[src/hw/pcg_pkg.sv]
// package: register map, field layout and state types of the port clock gating block
package pcg_pkg;
  // register byte offsets from the system control base
  localparam logic [11:0] PCG_RUN_OFS = 12'h108;
  localparam logic [11:0] PCG_SLEEP_OFS = 12'h118;
  localparam logic [11:0] PCG_DEEP_OFS = 12'h128;
  localparam logic [11:0] PCG_CFG_OFS = 12'h060;
  localparam logic [11:0] PCG_STATUS_OFS = 12'h200;
  localparam logic [11:0] PCG_MASK_OFS = 12'h204;
  localparam logic [11:0] PCG_ACTIVE_OFS = 12'h208;
  localparam logic [31:0] PCG_SYSCTL_BASE = 32'h400FE000;
  // field layout
  localparam int PCG_NPORTS = 5;
  localparam int PCG_PORT_A_BIT = 0;
  localparam int PCG_PORT_E_BIT = 4;
  localparam int PCG_AUTO_GATE_BIT = 0;
  localparam int PCG_ADDR_W = 12;
  // reset values
  localparam logic [PCG_NPORTS-1:0] PCG_ENABLES_RST = 5'h00;
  localparam logic PCG_AUTO_GATE_RST = 1'b0;
  // ahb encodings
  localparam logic [1:0] PCG_HTRANS_NONSEQ = 2'h2;
  localparam logic [1:0] PCG_HTRANS_SEQ = 2'h3;

  typedef enum logic [1:0] {PCG_MODE_RUN, PCG_MODE_SLEEP, PCG_MODE_DEEP} pcg_mode_t;

  // one access aimed at a downstream port module
  typedef struct packed {
    logic valid;
    logic [2:0] port;
  } pcg_access_t;

  // ahb address phase as held into the data phase
  typedef struct packed {
    logic wr_pend;
    logic [PCG_ADDR_W-1:0] addr;
  } pcg_aphase_t;
endpackage

[src/hw/pcg_top.sv]
// run, sleep and deep-sleep clock gating for the general-purpose port modules
`timescale 1ns/1ps
`default_nettype none
module pcg_top
  import pcg_pkg::*;
#(
  parameter int NPORTS = PCG_NPORTS
) (
  // clock, reset and freeze
  input wire logic hclk,
  input wire logic hresetn,
  input wire logic ce,
  // ahb-lite slave
  input wire logic hsel,
  input wire logic [31:0] haddr,
  input wire logic [1:0] htrans,
  input wire logic hwrite,
  input wire logic [2:0] hsize,
  input wire logic [31:0] hwdata,
  input wire logic hready,
  output logic hreadyout,
  output logic hresp,
  output logic [31:0] hrdata,
  // processor power state
  input wire logic sleep_req,
  input wire logic deep_sleep_req,
  // accesses aimed at port modules
  input wire pcg_access_t port_access,
  output logic port_bus_fault,
  // port clocks
  output logic [NPORTS-1:0] port_clk_en,
  output logic [NPORTS-1:0] port_gclk,
  // interrupt
  output logic irq
);
  // the five-bit layout is fixed; more ports would collide with reserved bits
  if (NPORTS < 1 || NPORTS > PCG_PORT_E_BIT + 1) begin : g_bad_nports
    $error("pcg_top: NPORTS must be 1 to 5");
  end

  typedef struct packed {
    logic [NPORTS-1:0] run_port_clock_enables;
    logic [NPORTS-1:0] sleep_port_clock_enables;
    logic [NPORTS-1:0] deep_sleep_port_clock_enables;
    logic auto_sleep_gating_select;
    logic [NPORTS-1:0] fault_status;
    logic [NPORTS-1:0] fault_mask;
    logic [NPORTS-1:0] active;
    pcg_aphase_t aph;
    logic [31:0] rdata;
    logic ready;
    logic irq;
  } pcg_state_t;

  pcg_state_t state;
  pcg_state_t next_state;
  pcg_mode_t mode;
  logic [NPORTS-1:0] governing;
  logic [NPORTS-1:0] fault_event;
  logic bus_fault;
  logic addr_valid;
  logic [PCG_ADDR_W-1:0] rd_addr;
  logic rd_status;
  logic [NPORTS-1:0] wr_ports;

  // power mode seen by the gating; deep sleep outranks sleep
  always_comb begin
    if (deep_sleep_req) begin
      mode = PCG_MODE_DEEP;
    end else if (sleep_req) begin
      mode = PCG_MODE_SLEEP;
    end else begin
      mode = PCG_MODE_RUN;
    end
  end

  // pick the register that governs the present mode
  always_comb begin
    governing = state.run_port_clock_enables;
    if (state.auto_sleep_gating_select) begin
      unique case (mode)
        PCG_MODE_RUN: governing = state.run_port_clock_enables;
        PCG_MODE_SLEEP: governing = state.sleep_port_clock_enables;
        PCG_MODE_DEEP: governing = state.deep_sleep_port_clock_enables;
      endcase
    end
  end

  // bus address phase decode; only the low offset bits select a register
  assign addr_valid = hsel && hready && (htrans == PCG_HTRANS_NONSEQ || htrans == PCG_HTRANS_SEQ);
  assign rd_addr = haddr[PCG_ADDR_W-1:0];
  assign rd_status = addr_valid && !hwrite && (rd_addr == PCG_STATUS_OFS);
  assign wr_ports = hwdata[NPORTS-1:0];

  // register update, read data and interrupt
  always_comb begin
    next_state = state;
    if (ce) begin
      next_state.ready = 1'b1;
      // write data phase: only the port bits are stored
      if (state.aph.wr_pend) begin
        unique case (state.aph.addr)
          PCG_RUN_OFS: next_state.run_port_clock_enables = wr_ports;
          PCG_SLEEP_OFS: next_state.sleep_port_clock_enables = wr_ports;
          PCG_DEEP_OFS: next_state.deep_sleep_port_clock_enables = wr_ports;
          PCG_CFG_OFS: next_state.auto_sleep_gating_select = hwdata[PCG_AUTO_GATE_BIT];
          PCG_MASK_OFS: next_state.fault_mask = wr_ports;
          default: ;
        endcase
      end
      next_state.aph.wr_pend = addr_valid && hwrite;
      next_state.aph.addr = rd_addr;
      // enables follow the governing register one cycle later
      next_state.active = governing;
      // a read of status clears it, but a fault in the same cycle still lands
      if (rd_status) begin
        next_state.fault_status = '0;
      end
      next_state.fault_status = next_state.fault_status | fault_event;
      // read data from the post-write values so a read right after a write sees it
      next_state.rdata = '0;
      if (addr_valid && !hwrite) begin
        unique case (rd_addr)
          PCG_RUN_OFS: next_state.rdata[NPORTS-1:0] = next_state.run_port_clock_enables;
          PCG_SLEEP_OFS: next_state.rdata[NPORTS-1:0] = next_state.sleep_port_clock_enables;
          PCG_DEEP_OFS: next_state.rdata[NPORTS-1:0] = next_state.deep_sleep_port_clock_enables;
          PCG_CFG_OFS: next_state.rdata[PCG_AUTO_GATE_BIT] = next_state.auto_sleep_gating_select;
          PCG_STATUS_OFS: next_state.rdata[NPORTS-1:0] = state.fault_status | fault_event;
          PCG_MASK_OFS: next_state.rdata[NPORTS-1:0] = next_state.fault_mask;
          PCG_ACTIVE_OFS: next_state.rdata[NPORTS-1:0] = state.active;
          default: ; // unmapped offsets read zero with an okay answer
        endcase
      end
      next_state.irq = |(next_state.fault_status & next_state.fault_mask);
    end
  end

  // reset leaves every port unclocked
  always_ff @(posedge hclk or negedge hresetn) begin
    if (!hresetn) begin
      state <= '0;
    end else begin
      state <= next_state;
    end
  end

  // accesses to a port whose clock is off fault
  pcg_fault_check #(
    .NPORTS(NPORTS)
  ) u_fault (
    .hclk(hclk),
    .hresetn(hresetn),
    .ce(ce),
    .port_en(state.active),
    .access(port_access),
    .fault(bus_fault),
    .fault_event(fault_event)
  );

  // one gate per port; a clear bit stops the clock entirely, set bit passes it
  for (genvar i = 0; i < NPORTS; i++) begin : g_gate
    pcg_clock_gate u_gate (
      .hclk(hclk),
      .hresetn(hresetn),
      .ce(ce),
      .en(state.active[i]),
      .gclk(port_gclk[i])
    );
  end

  assign port_clk_en = state.active;
  assign port_bus_fault = bus_fault;
  assign hreadyout = state.ready;
  assign hresp = 1'b0;
  assign hrdata = state.rdata;
  assign irq = state.irq;
endmodule
`default_nettype wire

[src/hw/pcg_clock_gate.sv]
// glitch-free clock gate for one port module
`timescale 1ns/1ps
`default_nettype none
module pcg_clock_gate
  import pcg_pkg::*;
(
  // clock and reset
  input wire logic hclk,
  input wire logic hresetn,
  input wire logic ce,
  // control
  input wire logic en,
  // gated clock
  output logic gclk
);
  typedef struct packed {
    logic en_low;
  } pcg_gate_state_t;

  pcg_gate_state_t state;
  pcg_gate_state_t next_state;

  // enable only moves while the clock is low, so the and gate never clips a high phase
  always_comb begin
    next_state = state;
    if (ce) begin
      next_state.en_low = en;
    end
  end

  always_ff @(negedge hclk or negedge hresetn) begin
    if (!hresetn) begin
      state <= '0;
    end else begin
      state <= next_state;
    end
  end

  assign gclk = hclk & state.en_low;
endmodule
`default_nettype wire

[src/hw/pcg_fault_check.sv]
// bus fault detection for accesses to unclocked port modules
`timescale 1ns/1ps
`default_nettype none
module pcg_fault_check
  import pcg_pkg::*;
#(
  parameter int NPORTS = PCG_NPORTS
) (
  // clock and reset
  input wire logic hclk,
  input wire logic hresetn,
  input wire logic ce,
  // port state and incoming access
  input wire logic [NPORTS-1:0] port_en,
  input wire pcg_access_t access,
  // fault answer
  output logic fault,
  output logic [NPORTS-1:0] fault_event
);
  typedef struct packed {
    logic fault;
    logic [NPORTS-1:0] fault_event;
  } pcg_fault_state_t;

  pcg_fault_state_t state;
  pcg_fault_state_t next_state;
  logic [NPORTS-1:0] hit;

  // one-hot target; an index past the last port never faults
  always_comb begin
    hit = '0;
    if (access.valid && (int'(access.port) < NPORTS)) begin
      hit[access.port] = 1'b1;
    end
  end

  // fault is a one-cycle pulse the cycle after an access to a gated port
  always_comb begin
    next_state = state;
    if (ce) begin
      next_state.fault_event = hit & ~port_en;
      next_state.fault = |(hit & ~port_en);
    end
  end

  always_ff @(posedge hclk or negedge hresetn) begin
    if (!hresetn) begin
      state <= '0;
    end else begin
      state <= next_state;
    end
  end

  assign fault = state.fault;
  assign fault_event = state.fault_event;
endmodule
`default_nettype wire

[config.mk]
export PLATFORM = sky130hd
export DESIGN_NAME = pcg_top
export DESIGN_NICKNAME = d
export VERILOG_FILES = /design/src/hw/pcg_pkg.sv /design/src/hw/pcg_top.sv /design/src/hw/pcg_clock_gate.sv /design/src/hw/pcg_fault_check.sv
export SDC_FILE = /design/constraint.sdc
export NUM_CORES = 1
export LEC_CHECK = 0
export ABC_AREA = 1
export BUFFER_PORTS_ARGS = -buffer_cell sky130_fd_sc_hd__buf_2
export CORE_AREA = 3 3 111 113
export DETAILED_ROUTE_END_ITERATION = 12
export DIE_AREA = 0 0 114 116
export GPL_TIMING_DRIVEN = 0
export PLACE_DENSITY_LB_ADDON = 0.08
export SLEW_MARGIN = 20
export SYNTH_ARGS = -nofsm -noshare
export SYNTH_HDL_FRONTEND = slang
export SYNTH_SLANG_ARGS = --single-unit
[constraint.sdc]
create_clock -name hclk -period 1.4 [get_ports hclk]
set_input_delay 0.07 -clock hclk [delete_from_list [all_inputs] [get_ports hclk]]
set_output_delay 0.07 -clock hclk [all_outputs]
set_load 0.02 [all_outputs]
# Word-level counts from Yosys, hierarchy flattened
# Cells that the tools add are included.
[op_classes]
magnitude_cmp = 3
n_eq_ne = 16
n_mux = 20
bitwise_logic = 10
n_reduce_logical = 12
[op_table]
columns = ["op", "count"]
rows = [
  ["$eq 12x9->1 const B", 6],
  ["$mux 5", 11],
  ["$eq 12x10->1 const B", 4],
  ["$eq 12x7->1 const B", 2],
  ["$pmux 4 s6", 1],
  ["$mux 16", 1],
  ["$pmux 5 s3", 1],
  ["$and 5x5->5", 2],
  ["$or 5x5->5", 2],
  ["$reduce_or 5->1", 2],
  ["$logic_and 1x1->1", 7],
  ["$pmux 1 s7", 1],
  ["$eq 2x2->1 const B", 3],
  ["$and 1x1->1", 5],
  ["$not 5->5", 1],
  ["$lt 3x4->1 const B", 1],
  ["$demux 1 s3", 1],
  ["$ge 3x1->1 const B", 1],
  ["$lt 3x3->1 const B", 1],
  ["$mux 1", 3],
  ["$eq 2x1->1 const B", 1],
  ["$logic_not 2->1", 1],
  ["$mux 2", 1],
  ["$logic_not 1->1", 1],
  ["$logic_or 1x1->1", 1],
]
[word_totals]
ff_bits = 62
input_bits = 81
output_inout_bits = 46

# Depth between registers and ports, before layout
# Gate-level depths: netlist of the first run.
[logic_depth]
word_depth = 10
ltp_mapped = 12
ltp_nobuf = 12

# By module
# From an unflattened synthesis of the first run, not the netlist that was laid out.
[unflattened]
cells_unflattened = 543
area_unflattened_um2 = 3832.4
[by_module_without_submodules]
columns = ["module", "instances", "cells_per_inst", "area_each_um2"]
rows = [
  ["pcg_top", 1, 461, 3270.6],
  ["pcg_fault_check", 1, 47, 324.1],
  ["pcg_clock_gate", 5, 7, 47.5],
]

==> reports/qor.csv, run 1 <==
metric,value,unit
All-Layer GR Usage,19.1,%
port bufs,46,
layout cells sized above 1,41.4,%
R2R Path End,hrdata[2]$_DFFE_PN0P_,
detailed-route DRC error count,0,
"commonest cells after routing, fill and taps aside","nand2_1 (91), buf_4 (65), dfrtp_1 (55)",
TritonRoute pass-1 iters,4,
post-synthesis mux area share,0,%
FP Rows,39,
Mapped Cells,532,
Area Growth Syn to Fin,52.6,%
chip height,116,um
Final ANT Viol Nets,0,
Post-Synth XOR/XNOR Area,0,%
sequential share of power,32.2,%
number of synthesized register bits,62,
first-pass GRT wire length,19200,um
final net count,759,
endpoints failing setup,28,
DRT Wirelength,12500,um
"setup slack, reg-to-reg",-0.36,ns
Pleak,2.95,nW
Post-Layout Cell Count,827,
routability cong.,0.866,
Final Max Tran Viols,0,
Final Hold Viols,0,
Synth Cell Area,3940,um^2
status,"complete, but fails checks",
worst endpoint data arrival time,1.80,ns
Net Sw Frac,30.5,%
"Async S/R FF share, synth",100,%
max_slew headroom,54.6,%
Top-Level Pins,127,
vias in the first global route,3867,
Die Area,13200,um^2
Synth Area in Adders,0,%
Initial Utilization,34.5,%
"EDFF count, synth",0,
Int Pwr,4.64,mW
Placed Cells incl. Taps,749,
Diodes inserted,0,
Net Switching,2.04,mW
Yosys warnings,0,
Post-DP HPWL,8930,um
core area,11400,um^2
main combinational cell family by area after synthesis,simple AND/OR/NAND/NOR gates,
skew final,0.0280,ns
clock slew at reported path FFs,0.05,ns
Worst Hold Class,in2async,
Hold WS,0.0553,ns
"Remaining Overflow, GRT",0,
wire per inst,15.1,um
RSZ-0062 raised after global routing,true,
initial antenna violation count,0,
count of cell types in the netlist,33,
reg2reg start,state[40]$_DFFE_PN0P_,
Fill cells,1066,
max_cap viols,0,
Logic pwr share,21.5,%
Setup Crit Path Kind,reg2out,
worst slack at placement,-0.374,ns
Post-synth top flop,dfrtp_1,
Initial DRC Count,237,
via count,3874,
worst-margin pin slew,0.682,ns
CTS tree,yes,
syn avg cell area,7.40,um^2
power per standard cell area,1110,nW/um^2
pin count of the biggest net entering global routing,44,
startpoint types,register,
worst path required time,1.33,ns
Peak VDD IR,1110,uV
"Max FO, Critical Path",2,
Synth Area in Simple Gates,34.0,%
Critical Path Sink Type,output pin,
final worst slack,-0.470,ns
failing checks,setup timing,
R2R depth,10,
"most common cell after layout, fill and taps aside",nand2_1,
worst-skew pair later-pin latency,0.47,ns
Tot Pwr,6.67,mW
Die W,114,um
post-synthesis compound-gate area fraction,11.1,%
Clock Power Share,46.3,%
Vias/cell,4.68,
sequential fraction of the synthesis area,39.4,%
-- worst max-delay path, cell delays in order (launching register included) --
cell	delay, ns
dfrtn_1	0.42
nand2_2	0.06
inv_2	0.05
buf_6	0.10
-- cells in the mapped netlist, types with 5 or more instances --
cell | number | area, um^2
a21oi_1 | 6 | 30.0
a221oi_1 | 5 | 43.8
a31oi_1 | 9 | 56.3
buf_4 | 43 | 323
clkbuf_1 | 7 | 26.3
dfrtn_1 | 5 | 125
dfrtp_1 | 57 | 1430
inv_1 | 57 | 214
nand2_1 | 125 | 469
nand2_2 | 7 | 43.8
nand3_1 | 75 | 375
nor2_1 | 37 | 139
nor2_2 | 6 | 37.5
nor2_4 | 15 | 169
o21ai_0 | 41 | 205
o22ai_1 | 6 | 37.5
-- repair_timing --
| action | in CTS | in global routing |
|---|---|---|
| resized for setup | 60 | 109 |
| cloned | 1 | 0 |
| pin swaps | 29 | 46 |
| hold buffers | 23 | 0 |
| setup endpoints to repair | 27 | 46 |
| buffers inserted | 16 | 24 |
| endpoints found under the hold margin | 78 | 0 |
-- flip-flops by register name, summed over array words and instances, names as in the netlist --
register / count
port_clk_en: 5
hreadyout: 1
u_fault.fault: 1
state: 39
hrdata: 5
g_gate.u_gate.state: 5
irq: 1
u_fault.fault_event: 5
-- final cells by class --
| class | instances | area [um^2] | area share (%) |
|---|---|---|---|
| Buffer | 51 | 367 | 6.10 |
| Clock buffer | 25 | 439 | 7.31 |
| Timing Repair Buffer | 104 | 828 | 13.8 |
| Multi-Input combinational cell | 381 | 2410 | 40.1 |
| Sequential cell | 62 | 1550 | 25.9 |
| Inverter | 55 | 209 | 3.48 |
| Clock inverter | 6 | 23.8 | 0.396 |
| Tap cell | 143 | 179 | 2.98 |
-- power by group through the flow --
| stage | Sequential, mW | Clock (mW) | Combinational, mW |
|---|---|---|---|
| 2_1_floorplan | 2.14 | 0.241 | 0.692 |
| 3_3_place_gp | 2.17 | 0.290 | 0.947 |
| 3_5_place_dp | 2.17 | 0.290 | 0.975 |
| 4_1_cts | 2.14 | 3.10 | 1.17 |
| 5_1_grt | 2.18 | 3.24 | 1.58 |
| 6_report | 2.15 | 3.09 | 1.43 |
-- worst max path at each step --
stage	startpoint	endpoint	slack, ns
detailed placement	state[35]$_DFFE_PN0P_	hrdata[4]$_DFFE_PN0P_	-0.37
global placement	hresetn	g_gate[1].u_gate.state$_DFFE_NN0P_	-0.64
finish	g_gate[0].u_gate.state$_DFFE_NN0P_	port_gclk[0]	-0.47
floorplan	port_clk_en[4]$_DFFE_PN0P_	g_gate[4].u_gate.state$_DFFE_NN0P_	0.02
global route	g_gate[3].u_gate.state$_DFFE_NN0P_	port_gclk[3]	-0.52
CTS	g_gate[1].u_gate.state$_DFFE_NN0P_	port_gclk[1]	-0.49
-- kinds of logic after synthesis --
group / count (synthesis)
buffers and inverters: 116
DFF: 62
and+or+nand+nor: 278
other: 1
AOI/OAI and AO/OA: 75
-- metal layers --
metal / vias up / GRT usage [%] / routed length, um
li1: 1961 / - / -
met3: 7 / 4.80 / 695
met1: 1804 / 24.8 / 5560
met5: - / 0 / 0
met4: 0 / 8.00 / 93
met2: 102 / 30.4 / 6130
-- metrics by stage --
step	cell area (um^2)	util, %	TNS [ns]
4_1_cts	5390	47.2	-4.03
5_1_grt	6010	52.6	-7.65
2_1_floorplan	4060	-	0
3_5_place_dp	4500	39.4	-2.96
6_report	6010	52.6	-5.31
3_3_place_gp	4470	39.2	-8.60
Power figures use the tool's default switching activity.
==> inputs of run 2 (changes only) <==
CELL_PAD_IN_SITES_DETAIL_PLACEMENT = 1   (was unset)
CELL_PAD_IN_SITES_GLOBAL_PLACEMENT = 1   (was unset)
CORE_AREA = 3 3 114 116   (was 3 3 111 113)
DIE_AREA = 0 0 117 119   (was 0 0 114 116)
==> reports/qor.csv, run 2 (synthesis gave the netlist of run 1 again) <==
metric,value,unit
max_slew headroom,47.2,%
routability cong.,0.868,
pin count of the biggest net entering global routing,46,
max reg flops,39,
RSZ-0062 raised after global routing,true,
first-pass GRT wire length,21800,um
Setup Crit Path Kind,reg2out,
WHS Path Cells,3,
DRT Wirelength,15100,um
worst-margin pin slew,0.793,ns
startpoint types,register,
HP Start,ce,
Initial DRC Count,210,
Post-DP HPWL,9920,um
worst path required time,1.33,ns
most flop-heavy register,state,
endpoints failing setup,36,
R2R depth,9,
Final ANT Viol Nets,0,
skew final,0.0258,ns
chip height,119,um
Max stage delay on crit path,0.41,ns
All-Layer GR Usage,20.9,%
vias in the first global route,4130,
final non-filler cell area,6270,um^2
reg2reg start,state[45]$_DFFE_PN0P_,
placed cell area,4510,um^2
Critical Path Sink Type,output pin,
Initial Utilization,32.8,%
initial antenna violation count,0,
via count,4087,
"Remaining Overflow, GRT",0,
R2R Path End,hrdata[4]$_DFFE_PN0P_,
max_cap viols,0,
wire per inst,18.2,um
status,"complete, but fails checks",
layout cells sized above 1,44.7,%
worst endpoint data arrival time,1.82,ns
final worst slack,-0.489,ns
Die Area,13900,um^2
Top-Level Pins,127,
Fill cells,1447,
Final Max Tran Viols,0,
"setup slack, reg-to-reg",-0.45,ns
Crit path max-delay family,flip-flops,
FF/Latch Area,1560,um^2
slowest CP cell,dfrtn_1,
Die W,117,um
core area,12000,um^2
Area Growth Syn to Fin,59.2,%
detailed-route DRC error count,0,
FP Rows,40,
port bufs,46,
Pleak,3.05,nW
"commonest cells after routing, fill and taps aside","nand2_1 (89), buf_4 (66), dfrtp_1 (54)",
critical-path cell list,nand2_1 -> inv_1 -> buf_6,
power per standard cell area,1160,nW/um^2
Tot Pwr,7.30,mW
"Max FO, Critical Path",2,
TritonRoute pass-1 iters,4,
CTS tree,yes,
final net count,759,
worst-skew pair later-pin latency,0.47,ns
clock slew at reported path FFs,0.05,ns
Final Hold Viols,0,
CP bufs+invs,2,
Vias/cell,4.92,
Diodes inserted,0,
"most common cell after layout, fill and taps aside",nand2_1,
Peak VDD IR,498,uV
Worst Hold Class,in2reg,
Hold Path End,state[53]$_DFFE_PN0P_,
multi-input logic area,2610,um^2
failing checks,setup timing,
-- run 2: worst reg2reg max path, cell delays in order (launching register included) --
cell and delay, ns:
dfrtp_1 0.41, nor2_4 0.24, nand2_2 0.11, nor2_4 0.26
buf_8 0.20, nand3_4 0.08, nand3_2 0.09, nand3_2 0.10
o21bai_1 0.19, nand2_1 0.07
-- run 2: power breakdown --
part           internal (mW)  switching (mW)
logic                  0.622           0.897
clock network           2.48            1.14
registers               2.00           0.157
total                   5.11            2.19
-- run 2: area by class of cell --
type                    count  area share (%)
inverters                  55            3.33
clock inverters            10            1.90
multi-input cells         381            41.6
plain buffers              51            5.91
clock buffers              21            6.59
flip-flops and latches     62            24.8
well taps                 147            2.93
repair buffers            104            12.9
-- run 2: timing repair --
item                                    in CTS  in global routing
pin swaps                                   36                 49
hold endpoints to repair                    79                  0
gates resized for setup                     93                114
endpoints found under the setup margin      42                 47
gates cloned                                 1                  0
buffers inserted                            19                 21
hold buffers                                23                  0
-- run 2: stage by stage --
step	setup slack [ns]	TNS, ns	utilization [%]	hold WS [ns]	std cells
after floorplan	0.0246	0	-	-0.226	559
after global placement	-0.661	-9.83	37.3	0.320	752
after detailed placement	-0.431	-3.77	37.5	-0.0294	753
after CTS	-0.506	-4.88	46.6	0.0392	812
after global routing	-0.526	-9.34	52.2	0.0466	831
final	-0.489	-7.78	52.2	0.0349	831
-- run 2: per-layer routing --
layer	global-route usage (%)	wire length, um	up-vias
met5	0	0	-
met2	33.9	7660	85
met1	26.9	6590	2020
li1	-	-	1953
met4	8.96	426	0
met3	3.91	439	29
-- run 2: how the worst max path moves through the flow --
| stage | from | end | slack, ns | depth (start not counted) |
|---|---|---|---|---|
| floorplan | port_clk_en[4]$_DFFE_PN0P_ | g_gate[4].u_gate.state$_DFFE_NN0P_ | 0.02 | 2 |
| global placement | hresetn | g_gate[1].u_gate.state$_DFFE_NN0P_ | -0.66 | 1 |
| detailed placement | state[35]$_DFFE_PN0P_ | hrdata[4]$_DFFE_PN0P_ | -0.43 | 10 |
| CTS | g_gate[0].u_gate.state$_DFFE_NN0P_ | port_gclk[0] | -0.51 | 3 |
| global route | g_gate[3].u_gate.state$_DFFE_NN0P_ | port_gclk[3] | -0.53 | 3 |
| finish | g_gate[3].u_gate.state$_DFFE_NN0P_ | port_gclk[3] | -0.49 | 3 |
